<file path="src/rtl/lcdc_pkg.sv">
// Constants, types and reset values shared by the LCD driver command decoder.
// Operation
// - Read: id 110, six address bits, D0 first
// - Write: id 101, address, four data bits stored
// - Read-modify-write reads nibble then rewrites same address
// - System disable stops oscillator and bias generator
// - System enable starts oscillator, bias unchanged
// - Bias generator off/on commands, off by default
// - Time base output disable and enable commands
// - Watchdog flag output disable and enable commands
// - Buzzer on/off; pitch high or low select
// - Time base clear zeroes the time base counter
// - Watchdog clear clears watchdog and time base
// - Clock source: crystal, internal RC, external
// - Field ab selects two, three, four commons
// - Three low bits set rate 2^n Hz
// - Watchdog flag after four selected clock periods
// - Normal mode default; test mode never issued
// - Reset defaults for every configuration field
// - Don't-care bits ignored; six address, four data
// - Successive commands need no repeated identifier
// - Deselect resets the current operation mode
// - Watchdog interrupt holds until clear or disable
// - Time base enable routes time base to interrupt
`default_nettype none

package lcdc_pkg;

  localparam int CLK_HZ = 20_000_000;
  localparam int TB_STEP_HZ = 256;
  localparam int TB_STEP_CYCLES = CLK_HZ / TB_STEP_HZ;
  localparam int RAM_DEPTH = 32;
  localparam int TB_STAGES = 8;

  // Stable pin levels in the order {data, read clock, write clock, select}.
  localparam logic [3:0] PIN_IDLE = 4'hF;

  localparam logic [2:0] ID_READ = 3'h6;
  localparam logic [2:0] ID_WRITE = 3'h5;
  localparam logic [2:0] ID_CMD = 3'h4;
  localparam logic [3:0] ID_LAST = 4'h2;
  localparam logic [3:0] ADDR_LAST = 4'h5;
  localparam logic [3:0] CMD_LAST = 4'h8;
  localparam logic [1:0] NIB_LAST = 2'h3;
  localparam logic [1:0] WDT_LAST = 2'h3;

  // Upper and lower nibble codes of the meaningful command bits.
  localparam logic [3:0] GRP_SYS = 4'h0;
  localparam logic [3:0] GRP_SRC = 4'h1;
  localparam logic [3:0] GRP_BIAS = 4'h2;
  localparam logic [3:0] GRP_MODE = 4'hE;
  localparam logic [2:0] U3_HIGH = 3'h2;
  localparam logic [2:0] U3_LOW = 3'h3;
  localparam logic [2:0] U3_IRQ = 3'h4;
  localparam logic [2:0] U3_RATE = 3'h5;
  localparam logic [3:0] SYSTEM_DISABLE_CMD = 4'h0;
  localparam logic [3:0] SYSTEM_ENABLE_CMD = 4'h1;
  localparam logic [3:0] LCD_OFF = 4'h2;
  localparam logic [3:0] LCD_ON = 4'h3;
  localparam logic [3:0] TB_DIS = 4'h4;
  localparam logic [3:0] WATCHDOG_OUTPUT_DISABLE_CMD = 4'h5;
  localparam logic [3:0] TB_EN = 4'h6;
  localparam logic [3:0] WATCHDOG_OUTPUT_ENABLE_CMD = 4'h7;
  localparam logic [3:0] TONE_OFF = 4'h8;
  localparam logic [3:0] TONE_ON = 4'h9;
  localparam logic [1:0] CLEAR_PAIR = 2'h3;
  localparam logic [1:0] COMMONS_BAD = 2'h3;
  localparam logic [3:0] MODE_TEST = 4'h0;
  localparam logic [3:0] MODE_NORMAL = 4'h3;

  localparam logic [1:0] SRC_XTAL = 2'h1;
  localparam logic [1:0] SRC_RC = 2'h2;
  localparam logic [1:0] SRC_EXT = 2'h3;
  localparam logic [1:0] SRC_NONE = 2'h0;

  typedef enum logic [1:0] {
    ST_ID = 2'h0,
    ST_ADDR = 2'h1,
    ST_DATA = 2'h3,
    ST_CMD = 2'h2
  } lcdc_state_type;

  typedef struct packed {
    logic osc_on;
    logic bias_on;
    logic tb_out_en;
    logic wdt_out_en;
    logic tb_route;
    logic buzzer_on;
    logic buzzer_low;
    logic [1:0] clk_src;
    logic third_bias;
    logic [1:0] commons;
    logic [2:0] rate;
    logic irq_en;
    logic test_mode;
  } lcdc_cfg_type;

  localparam lcdc_cfg_type CFG_RESET = '{
    osc_on: 1'h0,
    bias_on: 1'h0,
    tb_out_en: 1'h0,
    wdt_out_en: 1'h0,
    tb_route: 1'h0,
    buzzer_on: 1'h0,
    buzzer_low: 1'h0,
    clk_src: 2'h2,
    third_bias: 1'h0,
    commons: 2'h0,
    rate: 3'h7,
    irq_en: 1'h0,
    test_mode: 1'h0
  };

endpackage : lcdc_pkg

`default_nettype wire

</file>
<file path="src/rtl/lcdc_decoder.sv">
// Serial command decoder, display RAM and time base/watchdog for the LCD driver.
//
// Our own choices: the placing of the registers and the packed cfg output port.
`timescale 1ns/1ps
`default_nettype none

module lcdc_decoder #(
  parameter int unsigned TICK_CYCLES = lcdc_pkg::TB_STEP_CYCLES,
  parameter int unsigned RAM_DEPTH = lcdc_pkg::RAM_DEPTH
)(
  input wire logic clk,
  input wire logic rst,
  input wire logic cs_n,
  input wire logic wr_n,
  input wire logic rd_n,
  input wire logic data_in,
  output logic data_out,
  output logic data_oe_n,
  output logic irq_n,
  output logic irq_oe_n,
  output lcdc_pkg::lcdc_cfg_type cfg
);

  localparam int RAM_AW = $clog2(RAM_DEPTH);
  localparam int PW = $clog2(TICK_CYCLES);

  logic [3:0] pin_s1;
  logic [3:0] pin_s2;
  logic [3:0] pin_s3;
  logic [3:0] pin_st;
  logic [3:0] pin_prev;
  logic cs_active;
  logic wr_rise;
  logic rd_fall;
  logic din;
  lcdc_pkg::lcdc_state_type state;
  logic is_read;
  logic [3:0] bit_cnt;
  logic [8:0] shift;
  logic [5:0] addr;
  logic [1:0] wr_idx;
  logic [1:0] rd_idx;
  logic [3:0] wr_nib;
  logic [3:0] next_nib;
  logic [RAM_AW-1:0] waddr;
  logic wr_commit;
  logic rd_bit;
  logic [3:0] mem [RAM_DEPTH];
  logic cmd_fire;
  logic [8:0] cmd_word;
  logic [3:0] cmd_hi;
  logic [3:0] cmd_lo;
  logic cmd_known;
  logic tb_clear;
  logic wdt_clear;
  lcdc_pkg::lcdc_cfg_type next_cfg;
  logic [PW-1:0] presc;
  logic [7:0] tb_count;
  logic [7:0] rate_mask;
  logic tb_run;
  logic tick;
  logic sel_event;
  logic tb_level;
  logic [1:0] wdt_cnt;
  logic wdt_flag;

  // Pins are sampled three deep; a level counts only once two stages agree.
  always_ff @(posedge clk or posedge rst)
  begin
    if (rst)
    begin
      pin_s1 <= lcdc_pkg::PIN_IDLE;
      pin_s2 <= lcdc_pkg::PIN_IDLE;
      pin_s3 <= lcdc_pkg::PIN_IDLE;
      pin_st <= lcdc_pkg::PIN_IDLE;
      pin_prev <= lcdc_pkg::PIN_IDLE;
    end
    else
    begin
      pin_s1 <= {data_in, rd_n, wr_n, cs_n};
      pin_s2 <= pin_s1;
      pin_s3 <= pin_s2;
      pin_st <= (pin_s3 & ~(pin_s2 ^ pin_s3)) | (pin_st & (pin_s2 ^ pin_s3));
      pin_prev <= pin_st;
    end
  end

  assign cs_active = ~pin_st[0];
  assign wr_rise = pin_st[1] & ~pin_prev[1];
  assign rd_fall = ~pin_st[2] & pin_prev[2];
  assign din = pin_st[3];

  assign waddr = addr[RAM_AW-1:0];
  assign next_nib = {din, wr_nib[2:0]};
  assign rd_bit = mem[waddr][rd_idx];
  assign wr_commit = cs_active && wr_rise && state == lcdc_pkg::ST_DATA && !is_read
    && wr_idx == lcdc_pkg::NIB_LAST;

  // Serial framing: identifier, address, data nibbles or nine-bit commands.
  always_ff @(posedge clk or posedge rst)
  begin
    if (rst)
    begin
      state <= lcdc_pkg::ST_ID;
      is_read <= 1'h0;
      bit_cnt <= 4'h0;
      shift <= 9'h000;
      addr <= 6'h00;
      wr_idx <= 2'h0;
      rd_idx <= 2'h0;
      wr_nib <= 4'h0;
      cmd_fire <= 1'h0;
      cmd_word <= 9'h000;
    end
    else
    begin
      cmd_fire <= 1'h0;
      if (!cs_active)
      begin
        state <= lcdc_pkg::ST_ID;
        bit_cnt <= 4'h0;
        wr_idx <= 2'h0;
        rd_idx <= 2'h0;
      end
      else if (wr_rise)
      begin
        shift <= {shift[7:0], din};
        case (state)
          lcdc_pkg::ST_ID:
          begin
            bit_cnt <= bit_cnt + 4'h1;
            if (bit_cnt == lcdc_pkg::ID_LAST)
            begin
              bit_cnt <= 4'h0;
              case ({shift[1:0], din})
                lcdc_pkg::ID_READ:
                begin
                  state <= lcdc_pkg::ST_ADDR;
                  is_read <= 1'h1;
                end
                lcdc_pkg::ID_WRITE:
                begin
                  state <= lcdc_pkg::ST_ADDR;
                  is_read <= 1'h0;
                end
                lcdc_pkg::ID_CMD:
                begin
                  state <= lcdc_pkg::ST_CMD;
                end
                default:
                begin
                  state <= lcdc_pkg::ST_ID;
                end
              endcase
            end
          end
          lcdc_pkg::ST_ADDR:
          begin
            bit_cnt <= bit_cnt + 4'h1;
            if (bit_cnt == lcdc_pkg::ADDR_LAST)
            begin
              bit_cnt <= 4'h0;
              addr <= {shift[4:0], din};
              state <= lcdc_pkg::ST_DATA;
              wr_idx <= 2'h0;
              rd_idx <= 2'h0;
            end
          end
          lcdc_pkg::ST_DATA:
          begin
            if (!is_read)
            begin
              wr_nib[wr_idx] <= din;
              wr_idx <= wr_idx + 2'h1;
              if (wr_idx == lcdc_pkg::NIB_LAST)
              begin
                addr <= addr + 6'h01;
                rd_idx <= 2'h0;
              end
            end
          end
          lcdc_pkg::ST_CMD:
          begin
            bit_cnt <= bit_cnt + 4'h1;
            if (bit_cnt == lcdc_pkg::CMD_LAST)
            begin
              bit_cnt <= 4'h0;
              cmd_word <= {shift[7:0], din};
              cmd_fire <= 1'h1;
            end
          end
          default:
          begin
            state <= lcdc_pkg::ST_ID;
          end
        endcase
      end
      else if (rd_fall && state == lcdc_pkg::ST_DATA)
      begin
        rd_idx <= rd_idx + 2'h1;
        // A read-modify-write keeps the address so the following write lands on it.
        if (rd_idx == lcdc_pkg::NIB_LAST && is_read)
        begin
          addr <= addr + 6'h01;
        end
      end
    end
  end

  // The address top bit is ignored when the memory holds fewer than 64 nibbles.
  always_ff @(posedge clk)
  begin
    if (wr_commit)
    begin
      mem[waddr] <= next_nib;
    end
  end

  // Read bits leave on the read clock's falling edge and stay driven until a write-clock rise or deselect.
  always_ff @(posedge clk or posedge rst)
  begin
    if (rst)
    begin
      data_out <= 1'h0;
      data_oe_n <= 1'h1;
    end
    else if (!cs_active || state != lcdc_pkg::ST_DATA)
    begin
      data_oe_n <= 1'h1;
    end
    else if (rd_fall)
    begin
      data_out <= rd_bit;
      data_oe_n <= 1'h0;
    end
    else if (wr_rise)
    begin
      data_oe_n <= 1'h1;
    end
  end

  assign cmd_hi = cmd_word[8:5];
  assign cmd_lo = cmd_word[4:1];

  // Command decode; the trailing bit and marked fields are never looked at.
  always_comb
  begin
    next_cfg = cfg;
    tb_clear = 1'h0;
    wdt_clear = 1'h0;
    cmd_known = 1'h1;
    case (cmd_hi)
      lcdc_pkg::GRP_SYS:
      begin
        case (cmd_lo)
          lcdc_pkg::SYSTEM_DISABLE_CMD:
          begin
            next_cfg.osc_on = 1'h0;
            next_cfg.bias_on = 1'h0;
          end
          lcdc_pkg::SYSTEM_ENABLE_CMD: next_cfg.osc_on = 1'h1;
          lcdc_pkg::LCD_OFF: next_cfg.bias_on = 1'h0;
          lcdc_pkg::LCD_ON: next_cfg.bias_on = 1'h1;
          lcdc_pkg::TB_DIS: next_cfg.tb_out_en = 1'h0;
          lcdc_pkg::WATCHDOG_OUTPUT_DISABLE_CMD: next_cfg.wdt_out_en = 1'h0;
          lcdc_pkg::TB_EN:
          begin
            next_cfg.tb_out_en = 1'h1;
            next_cfg.tb_route = 1'h1;
          end
          lcdc_pkg::WATCHDOG_OUTPUT_ENABLE_CMD:
          begin
            next_cfg.wdt_out_en = 1'h1;
            next_cfg.tb_route = 1'h0;
          end
          lcdc_pkg::TONE_OFF: next_cfg.buzzer_on = 1'h0;
          lcdc_pkg::TONE_ON: next_cfg.buzzer_on = 1'h1;
          default:
          begin
            if (cmd_lo[3:2] == lcdc_pkg::CLEAR_PAIR)
            begin
              tb_clear = 1'h1;
              wdt_clear = cmd_lo[1];
            end
            else
            begin
              cmd_known = 1'h0;
            end
          end
        endcase
      end
      lcdc_pkg::GRP_SRC:
      begin
        if (cmd_lo[3:2] == lcdc_pkg::SRC_NONE)
        begin
          cmd_known = 1'h0;
        end
        else
        begin
          next_cfg.clk_src = cmd_lo[3:2];
        end
      end
      lcdc_pkg::GRP_BIAS:
      begin
        if (cmd_lo[3:2] == lcdc_pkg::COMMONS_BAD)
        begin
          cmd_known = 1'h0;
        end
        else
        begin
          next_cfg.commons = cmd_lo[3:2];
          next_cfg.third_bias = cmd_lo[0];
        end
      end
      lcdc_pkg::GRP_MODE:
      begin
        if (cmd_lo == lcdc_pkg::MODE_TEST)
        begin
          next_cfg.test_mode = 1'h1;
        end
        else if (cmd_lo == lcdc_pkg::MODE_NORMAL)
        begin
          next_cfg.test_mode = 1'h0;
        end
        else
        begin
          cmd_known = 1'h0;
        end
      end
      default:
      begin
        case (cmd_hi[3:1])
          lcdc_pkg::U3_HIGH: next_cfg.buzzer_low = 1'h0;
          lcdc_pkg::U3_LOW: next_cfg.buzzer_low = 1'h1;
          lcdc_pkg::U3_IRQ: next_cfg.irq_en = cmd_lo[3];
          lcdc_pkg::U3_RATE: next_cfg.rate = cmd_lo[2:0];
          default: cmd_known = 1'h0;
        endcase
      end
    endcase
    if (!cmd_fire || !cmd_known)
    begin
      next_cfg = cfg;
      tb_clear = 1'h0;
      wdt_clear = 1'h0;
    end
  end

  always_ff @(posedge clk or posedge rst)
  begin
    if (rst)
    begin
      cfg <= lcdc_pkg::CFG_RESET;
    end
    else
    begin
      cfg <= next_cfg;
    end
  end

  // An external source keeps the time base alive even with the oscillator stopped.
  assign tb_run = cfg.osc_on | (cfg.clk_src == lcdc_pkg::SRC_EXT);
  assign tick = tb_run && presc == PW'(TICK_CYCLES - 1);
  assign rate_mask = 8'hFF >> cfg.rate;
  assign sel_event = tick && ((tb_count & rate_mask) == rate_mask);
  assign tb_level = tb_count[3'h7 - cfg.rate];

  always_ff @(posedge clk or posedge rst)
  begin
    if (rst)
    begin
      presc <= '0;
      tb_count <= 8'h00;
    end
    else if (tb_clear)
    begin
      presc <= '0;
      tb_count <= 8'h00;
    end
    else if (tb_run)
    begin
      presc <= tick ? '0 : presc + PW'(1);
      if (tick)
      begin
        tb_count <= tb_count + 8'h01;
      end
    end
  end

  // A time-out in the same cycle as a clear still sets the flag.
  always_ff @(posedge clk or posedge rst)
  begin
    if (rst)
    begin
      wdt_cnt <= 2'h0;
      wdt_flag <= 1'h0;
    end
    else
    begin
      if (wdt_clear)
      begin
        wdt_cnt <= 2'h0;
      end
      else if (sel_event)
      begin
        wdt_cnt <= wdt_cnt + 2'h1;
      end
      wdt_flag <= (wdt_flag & ~wdt_clear) | (sel_event & wdt_cnt == lcdc_pkg::WDT_LAST);
    end
  end

  always_ff @(posedge clk or posedge rst)
  begin
    if (rst)
    begin
      irq_n <= 1'h1;
      irq_oe_n <= 1'h1;
    end
    else
    begin
      irq_oe_n <= ~cfg.irq_en;
      if (cfg.tb_route)
      begin
        irq_n <= cfg.tb_out_en ? tb_level : 1'h1;
      end
      else
      begin
        irq_n <= ~(cfg.wdt_out_en & wdt_flag);
      end
    end
  end
endmodule : lcdc_decoder

`default_nettype wire

</file>
<file path="config.mk">
export PLATFORM = sky130hd
export DESIGN_NAME = lcdc_decoder
export DESIGN_NICKNAME = d
export VERILOG_FILES = /design/src/rtl/lcdc_pkg.sv /design/src/rtl/lcdc_decoder.sv
export SDC_FILE = /design/constraint.sdc
export NUM_CORES = 1
export LEC_CHECK = 0
export BUFFER_PORTS_ARGS = -buffer_cell sky130_fd_sc_hd__buf_2
export CORE_MARGIN = 8
export CORE_UTILIZATION = 45
export CTS_CLUSTER_DIAMETER = 200
export DETAILED_ROUTE_END_ITERATION = 10
export PLACE_DENSITY = 0.66
export SYNTH_ARGS = -nofsm -noshare
export SYNTH_HDL_FRONTEND = slang
export SYNTH_SLANG_ARGS = --single-unit
export TNS_END_PERCENT = 5
</file>
<file path="constraint.sdc">
create_clock -name clk -period 3 [get_ports clk]
set_input_delay 0.45 -clock clk [delete_from_list [all_inputs] [get_ports clk]]
set_output_delay 0.45 -clock clk [all_outputs]
set_load 0.01 [all_outputs]
</file>
# Word-level counts from Yosys, hierarchy flattened
# Memory sizes are Yosys's and may differ from the RTL's.
# Cells that the tools add are included.
[totals]
register_bits = 107
mem_bits_rw = 128
output_inout_bits = 21
mem_count = 1
[mem_list]
columns = ["name", "depth", "width", "read_ports", "rd_ports_with_merged_regs", "wr", "line_no", "source"]
rows = [
  ["mem", 32, 4, 1, 0, 1, "lcdc_decoder.sv:48", "logic [3:0] mem [RAM_DEPTH];"],
]
[classes]
n_addsub = 8
n_lt_le_gt_ge = 4
n_eq_ne = 44
n_shift = 1
n_mux = 81
bitwise = 25
reduce_logical = 66
[ops]
columns = ["cell", "count"]
rows = [
  ["$mux W17", 3],
  ["$mux W6", 6],
  ["$reduce_and A3 Y1", 12],
  ["$mux W1", 30],
  ["$mux W2", 15],
  ["$reduce_bool A2 Y1", 15],
  ["$mux W8", 3],
  ["$eq A4 B3 Y1 const B", 5],
  ["$mux W4", 5],
  ["$add A17 B1 Y17 const B", 1],
  ["$eq A17 B17 Y1 const B", 1],
  ["$eq A4 B2 Y1 const B", 4],
  ["$eq A4 B4 Y1 const B", 4],
  ["$pmux W1 S2", 8],
  ["$pmux W2 S2", 4],
  ["$reduce_and A4 Y1", 4],
  ["$eq A3 B3 Y1 const B", 5],
  ["$ne A3 B3 Y1 const B", 5],
  ["$eq A2 B2 Y1 const B", 7],
  ["$not A1 Y1", 12],
  ["$pmux W4 S3", 1],
  ["$pmux W6 S2", 1],
  ["$reduce_bool A3 Y1", 4],
  ["$reduce_and A5 Y1", 2],
  ["other kinds (42)", 72],
]

# Depth between registers and ports, before layout
[logic_depth]
word_depth = 10
ltp_mapped = 9
depth_no_buf = 7

# Least setup slack after synthesis
# Ideal clock, no wire load.
[synth_timing]
path_type = "reg-to-reg"
start = "reg addr[0]"
end = "reg data_out"
setup_ns = 0.137
t_arrival_ns = 1.907
path_slack_ns = 0.956
path_stages_with_launch = 8
n_path_buf = 2
synth_period_minus_slack_ns = 2.044
path_cell_list = "dfrtp_1 buf_6 buf_12 mux4_2 a22oi_1 nand3_1 a2111oi_2 o32ai_1"
[synth_via]
elab_chain_len = 3
[synth_lines]
columns = ["item", "line_no", "source"]
rows = [
  ["start, declared", "lcdc_decoder.sv:40", "logic [5:0] addr;"],
  ["start signal, assigned", "lcdc_decoder.sv:163", "addr <= {shift[4:0], din};"],
  ["start signal, assigned", "lcdc_decoder.sv:177", "addr <= addr + 6'h01;"],
  ["start signal, assigned", "lcdc_decoder.sv:204", "addr <= addr + 6'h01;"],
  ["$mem_v2 Z32 W4", "n/a", ""],
  ["$bmux W1 S2", "lcdc_decoder.sv:95", "assign rd_bit = mem[waddr][rd_idx];"],
  ["$mux W1 (not written as such)", "lcdc_decoder.sv:95", ""],
  ["end signal, assigned", "lcdc_decoder.sv:233", "data_out <= rd_bit;"],
  ["end, declared", "lcdc_decoder.sv:17", "output logic data_out,"],
]
# No other way between the ends. The select of a mux whose other input is x is not followed.
# A chain may end at the register's enable or synchronous reset.

# Final worst setup path
[layout_timing]
start = "reg state[0]"
end = "mem mem[30][1], enable pin"
[layout_via]
elab_chain_len = 6
[layout_lines]
columns = ["item", "line_no", "source"]
rows = [
  ["start, declared", "lcdc_decoder.sv:36", "lcdc_pkg::lcdc_state_type state;"],
  ["start signal, assigned", "lcdc_decoder.sv:104", "state <= lcdc_pkg::ST_ID;"],
  ["start signal, assigned", "lcdc_decoder.sv:120", "state <= lcdc_pkg::ST_ID;"],
  ["start signal, assigned", "lcdc_decoder.sv:138", "state <= lcdc_pkg::ST_ADDR;"],
  ["$eq A2 B2 Y1", "lcdc_decoder.sv:96", "assign wr_commit = cs_active && wr_rise && state == lcdc_pkg::ST_DATA && !is_read"],
  ["$logic_and A1 B1 Y1 (2 in series)", "lcdc_decoder.sv:96", ""],
  ["$logic_and A1 B1 Y1", "lcdc_decoder.sv:97", "&& wr_idx == lcdc_pkg::NIB_LAST;"],
  ["$mux W1", "lcdc_decoder.sv:213", "if (wr_commit)"],
  ["$mux W1 (not written as such)", "lcdc_decoder.sv:215", "mem[waddr] <= next_nib;"],
  ["end, declared", "lcdc_decoder.sv:48", ""],
]
# No other way between the ends.

==> flow_metrics.py <==
metrics = {
    "clock_tree": {
        "htree_levels": 1,
        "cts_tree": "built",
        "post_cts_buffers": 0,
        "ctsHoldBuffers": 0,
        "cts.sinks": 231,
        "cts.clk_slew.worst_paths_ns": 0.06,
        "ctsResizeCount": 0,
        "clock_path_buffers": 3,
        "worstSkewPairLatency_ns": 0.53,
        "numCtsBuffers": 24,
        "clockRootBuffer": "clkbuf_16",
    },
    "detailed_routing": {
        "avgRoutedWirePerCell_um": 19.4,
        "drc": 0,
        "viasPerCell": 5.63,
        "drtAntennaViolNets": 0,
        "wl_mm": 21.6,
        "dr.first_iter.drc_count": 429,
        "drt_first_pass_iters": 5,
        "via_count": 6245,
    },
    "synthesis": {
        "syn_area_um2": 10300,
        "synthTopCellsByArea": "edfxtp_1 37%, dfrtp_1 19%, dfstp_2 6.4%",
        "synth_top_area_share_pct": 37.5,
        "synth_edf_count": 128,
        "synthTopCellsByCount": "128 x edfxtp_1, 78 x dfrtp_1, 70 x nor2_1",
        "synth.avg_cell_area_um2": 13.4,
        "ys_ff_latch": 231,
        "synth_fp_nets": 794,
        "synth_most_common_cell": "edfxtp_1",
        "synthFlopType": "edfxtp_1",
        "synth_cell_types": 69,
        "seq_area_frac_synth_pct": 62.9,
        "synthCells": 767,
        "async_flop_share_pct": 44.6,
        "yosysWarnings": 0,
        "yosysTopAreaCell": "edfxtp_1",
    },
    "critical_path": {
        "critical_path_buf_inv_count": 0,
        "endpoint_kind": "flip-flop",
        "critPathLaunchType": "flip-flop",
        "critPathKind": "reg2reg",
        "r2r-start": "state[0]",
        "endpoint": "mem[30][1]",
        "required_ns": 3.18,
        "slowest_stage": "dfrtp_1",
        "cp.depth": 5,
        "ff2ff_setup_slack_ns": 0.63,
        "worstPathCellList": "ha_1, nor2b_1, and3_1, nand2_1, nor2_1",
        "worstSetupStartpoint": "state[0]",
        "cp_max_fo": 11,
        "r2r-end": "mem[30][1]",
        "rr_worst_depth": 5,
        "critPathTopFamily": "simple AND/OR/NAND/NOR gates",
        "cp_data_arrival_time_ns": 2.54,
        "cpPeakStageDelay_ns": 0.42,
    },
    "global_route": {
        "grt_usage_pct": 15.4,
        "antenna_found_initial": 0,
        "grt_pass1_wl_mm": 34.8,
        "grt_pass1_vias": 6166,
        "gr-total-overflow": 0,
        "grt_max_degree": 104,
    },
    "pwr": {
        "power.density_nw_per_um2": 707,
        "switching_share_pct": 27.9,
        "total_power_uw": 8160,
        "p_clk_share_pct": 35.8,
        "seqPwrFrac_pct": 45.6,
        "combPwrFrac_pct": 18.6,
        "p_int_uw": 5880,
        "peakVddDrop_uv": 453,
        "p_leak_uw": 0.00430,
        "p_switching_uw": 2280,
    },
    "cells_and_area": {
        "seqCellArea_um2": 6450,
        "multiInputGateArea_um2": 3570,
        "num_antenna_cells": 0,
        "area_growth_pct": 12.4,
        "drive_gt1_share_pct": 19.3,
        "final.fill_count": 1919,
        "nets": 834,
        "fin_area_um2": 11500,
    },
    "sta": {
        "rsz0062_at_grt": "no",
        "hold_slack_ns": 0.0260,
        "min_period_ns": 2.37,
        "setup_viol": 0,
        "drv_slew": 0,
        "period_share_pct": 78.9,
        "fmax_mhz": 423,
        "hold_viol": 0,
        "skew_ns": 0.0153,
        "worstMarginPinSlew_ns": 0.896,
        "max_slew_margin_pct": 40.3,
        "setup_tns_ns": 0,
    },
    "die": {
        "die_w_um": 167,
        "io_pins": 27,
        "core_area_um2": 22500,
        "initial_core_util_pct": 45.6,
        "die_y_um": 167,
        "rows": 55,
        "dieArea_um2": 27900,
    },
    "placed_design": {
        "place_area_um2": 10800,
        "port_buffers": 26,
        "routabilityCongestion": 0.879,
        "dp_hpwl_mm": 14.1,
    },
    "hold_path": {
        "hold_class": "in2reg",
    },
    "run_status": {
        "outcome": "finished clean",
    },
    "job": {
        "drv_cap": 0,
    },
}
-- flip-flops by register name (all words and copies together), names as in the netlist, 3 cells and up, named ones only --
| name | flops |
|---|---|
| mem | 128 |
| cfg | 17 |
| presc | 17 |
| cmd_word | 8 |
| shift | 8 |
| tb_count | 8 |
| addr | 5 |
| bit_cnt | 4 |
| pin_s1 | 4 |
| pin_s2 | 4 |
| pin_s3 | 4 |
| wr_nib | 3 |
-- placed cells by master, fill, tap and decap left out, types with 17 or more instances in the layout --
cell	count
clkbuf_16	24
dfstp_2	25
buf_2	26
nand3_1	17
o21ai_0	37
edfxtp_1	128
mux2_2	29
nor2_1	70
nand2_1	58
dfrtp_1	77
inv_1	24
a21oi_1	33
ha_1	21
-- per-layer routing --
metal | wire, µm | GRT usage [%] | up-vias
li1 | - | - | 2950
met1 | 9860 | 21.8 | 3116
met2 | 10100 | 24.4 | 155
met3 | 1280 | 2.88 | 24
met4 | 350 | 3.68 | 0
met5 | 0 | 0 | -
-- area by class of cell --
type / count / area share (%)
flip-flops and latches: 231 / 56.0
multi-input cells: 482 / 31.0
clock buffers: 33 / 5.76
well taps: 285 / 3.09
repair buffers: 43 / 2.34
clock inverters: 11 / 1.01
inverters: 25 / 0.846
-- worst register-to-register path, cell delays in order (launching register included) --
cell,delay [ns]
dfrtp_1,0.42
ha_1,0.35
nor2b_1,0.23
and3_1,0.25
nand2_1,0.34
nor2_1,0.43
-- power by group through the flow --
stage / registers, µW / logic (µW) / clock network, µW
after floorplan: 3640 / 1230 / 0
after global placement: 3770 / 1490 / 0
after detailed placement: 3780 / 1500 / 0
after CTS: 3720 / 1510 / 2990
after global routing: 3740 / 1660 / 3110
final: 3720 / 1520 / 2920
-- worst min-delay path by stage --
| stage | start | end | slack [ns] | cells after the start |
|---|---|---|---|---|
| 4_1_cts | wr_n | pin_s1[1] | 0.004 | 1 |
| 2_1_floorplan | pin_s1[0] | pin_s2[0] | 0.35 | 0 |
| 6_report | rd_n | pin_s1[2] | 0.03 | 1 |
| 3_3_place_gp | pin_s1[1] | pin_s2[1] | 0.35 | 0 |
| 5_1_grt | rd_n | pin_s1[2] | 0.004 | 1 |
| 3_5_place_dp | pin_s1[1] | pin_s2[1] | 0.35 | 0 |
-- through the flow --
stage	std cells	utilization, %	setup slack [ns]
3_3_place_gp	1066	47.8	0.679
2_1_floorplan	767	-	0.956
3_5_place_dp	1066	47.8	0.613
5_1_grt	1110	51.3	0.415
6_report	1110	51.3	0.634
4_1_cts	1110	51.3	0.615
-- logic make-up (layout without fill, tap and decap cells) --
family | after synthesis | count (layout) | share of synthesized area [%]
simple gates | 251 | 251 | 12.6
xor+xnor | 19 | 19 | 1.62
compound gates | 119 | 119 | 7.37
flops | 231 | 231 | 62.9
fa+ha+maj | 25 | 25 | 2.95
buf+inv | 54 | 112 | 2.34
mux | 68 | 68 | 10.2
No activity file was read; power rests on OpenSTA's default activity.
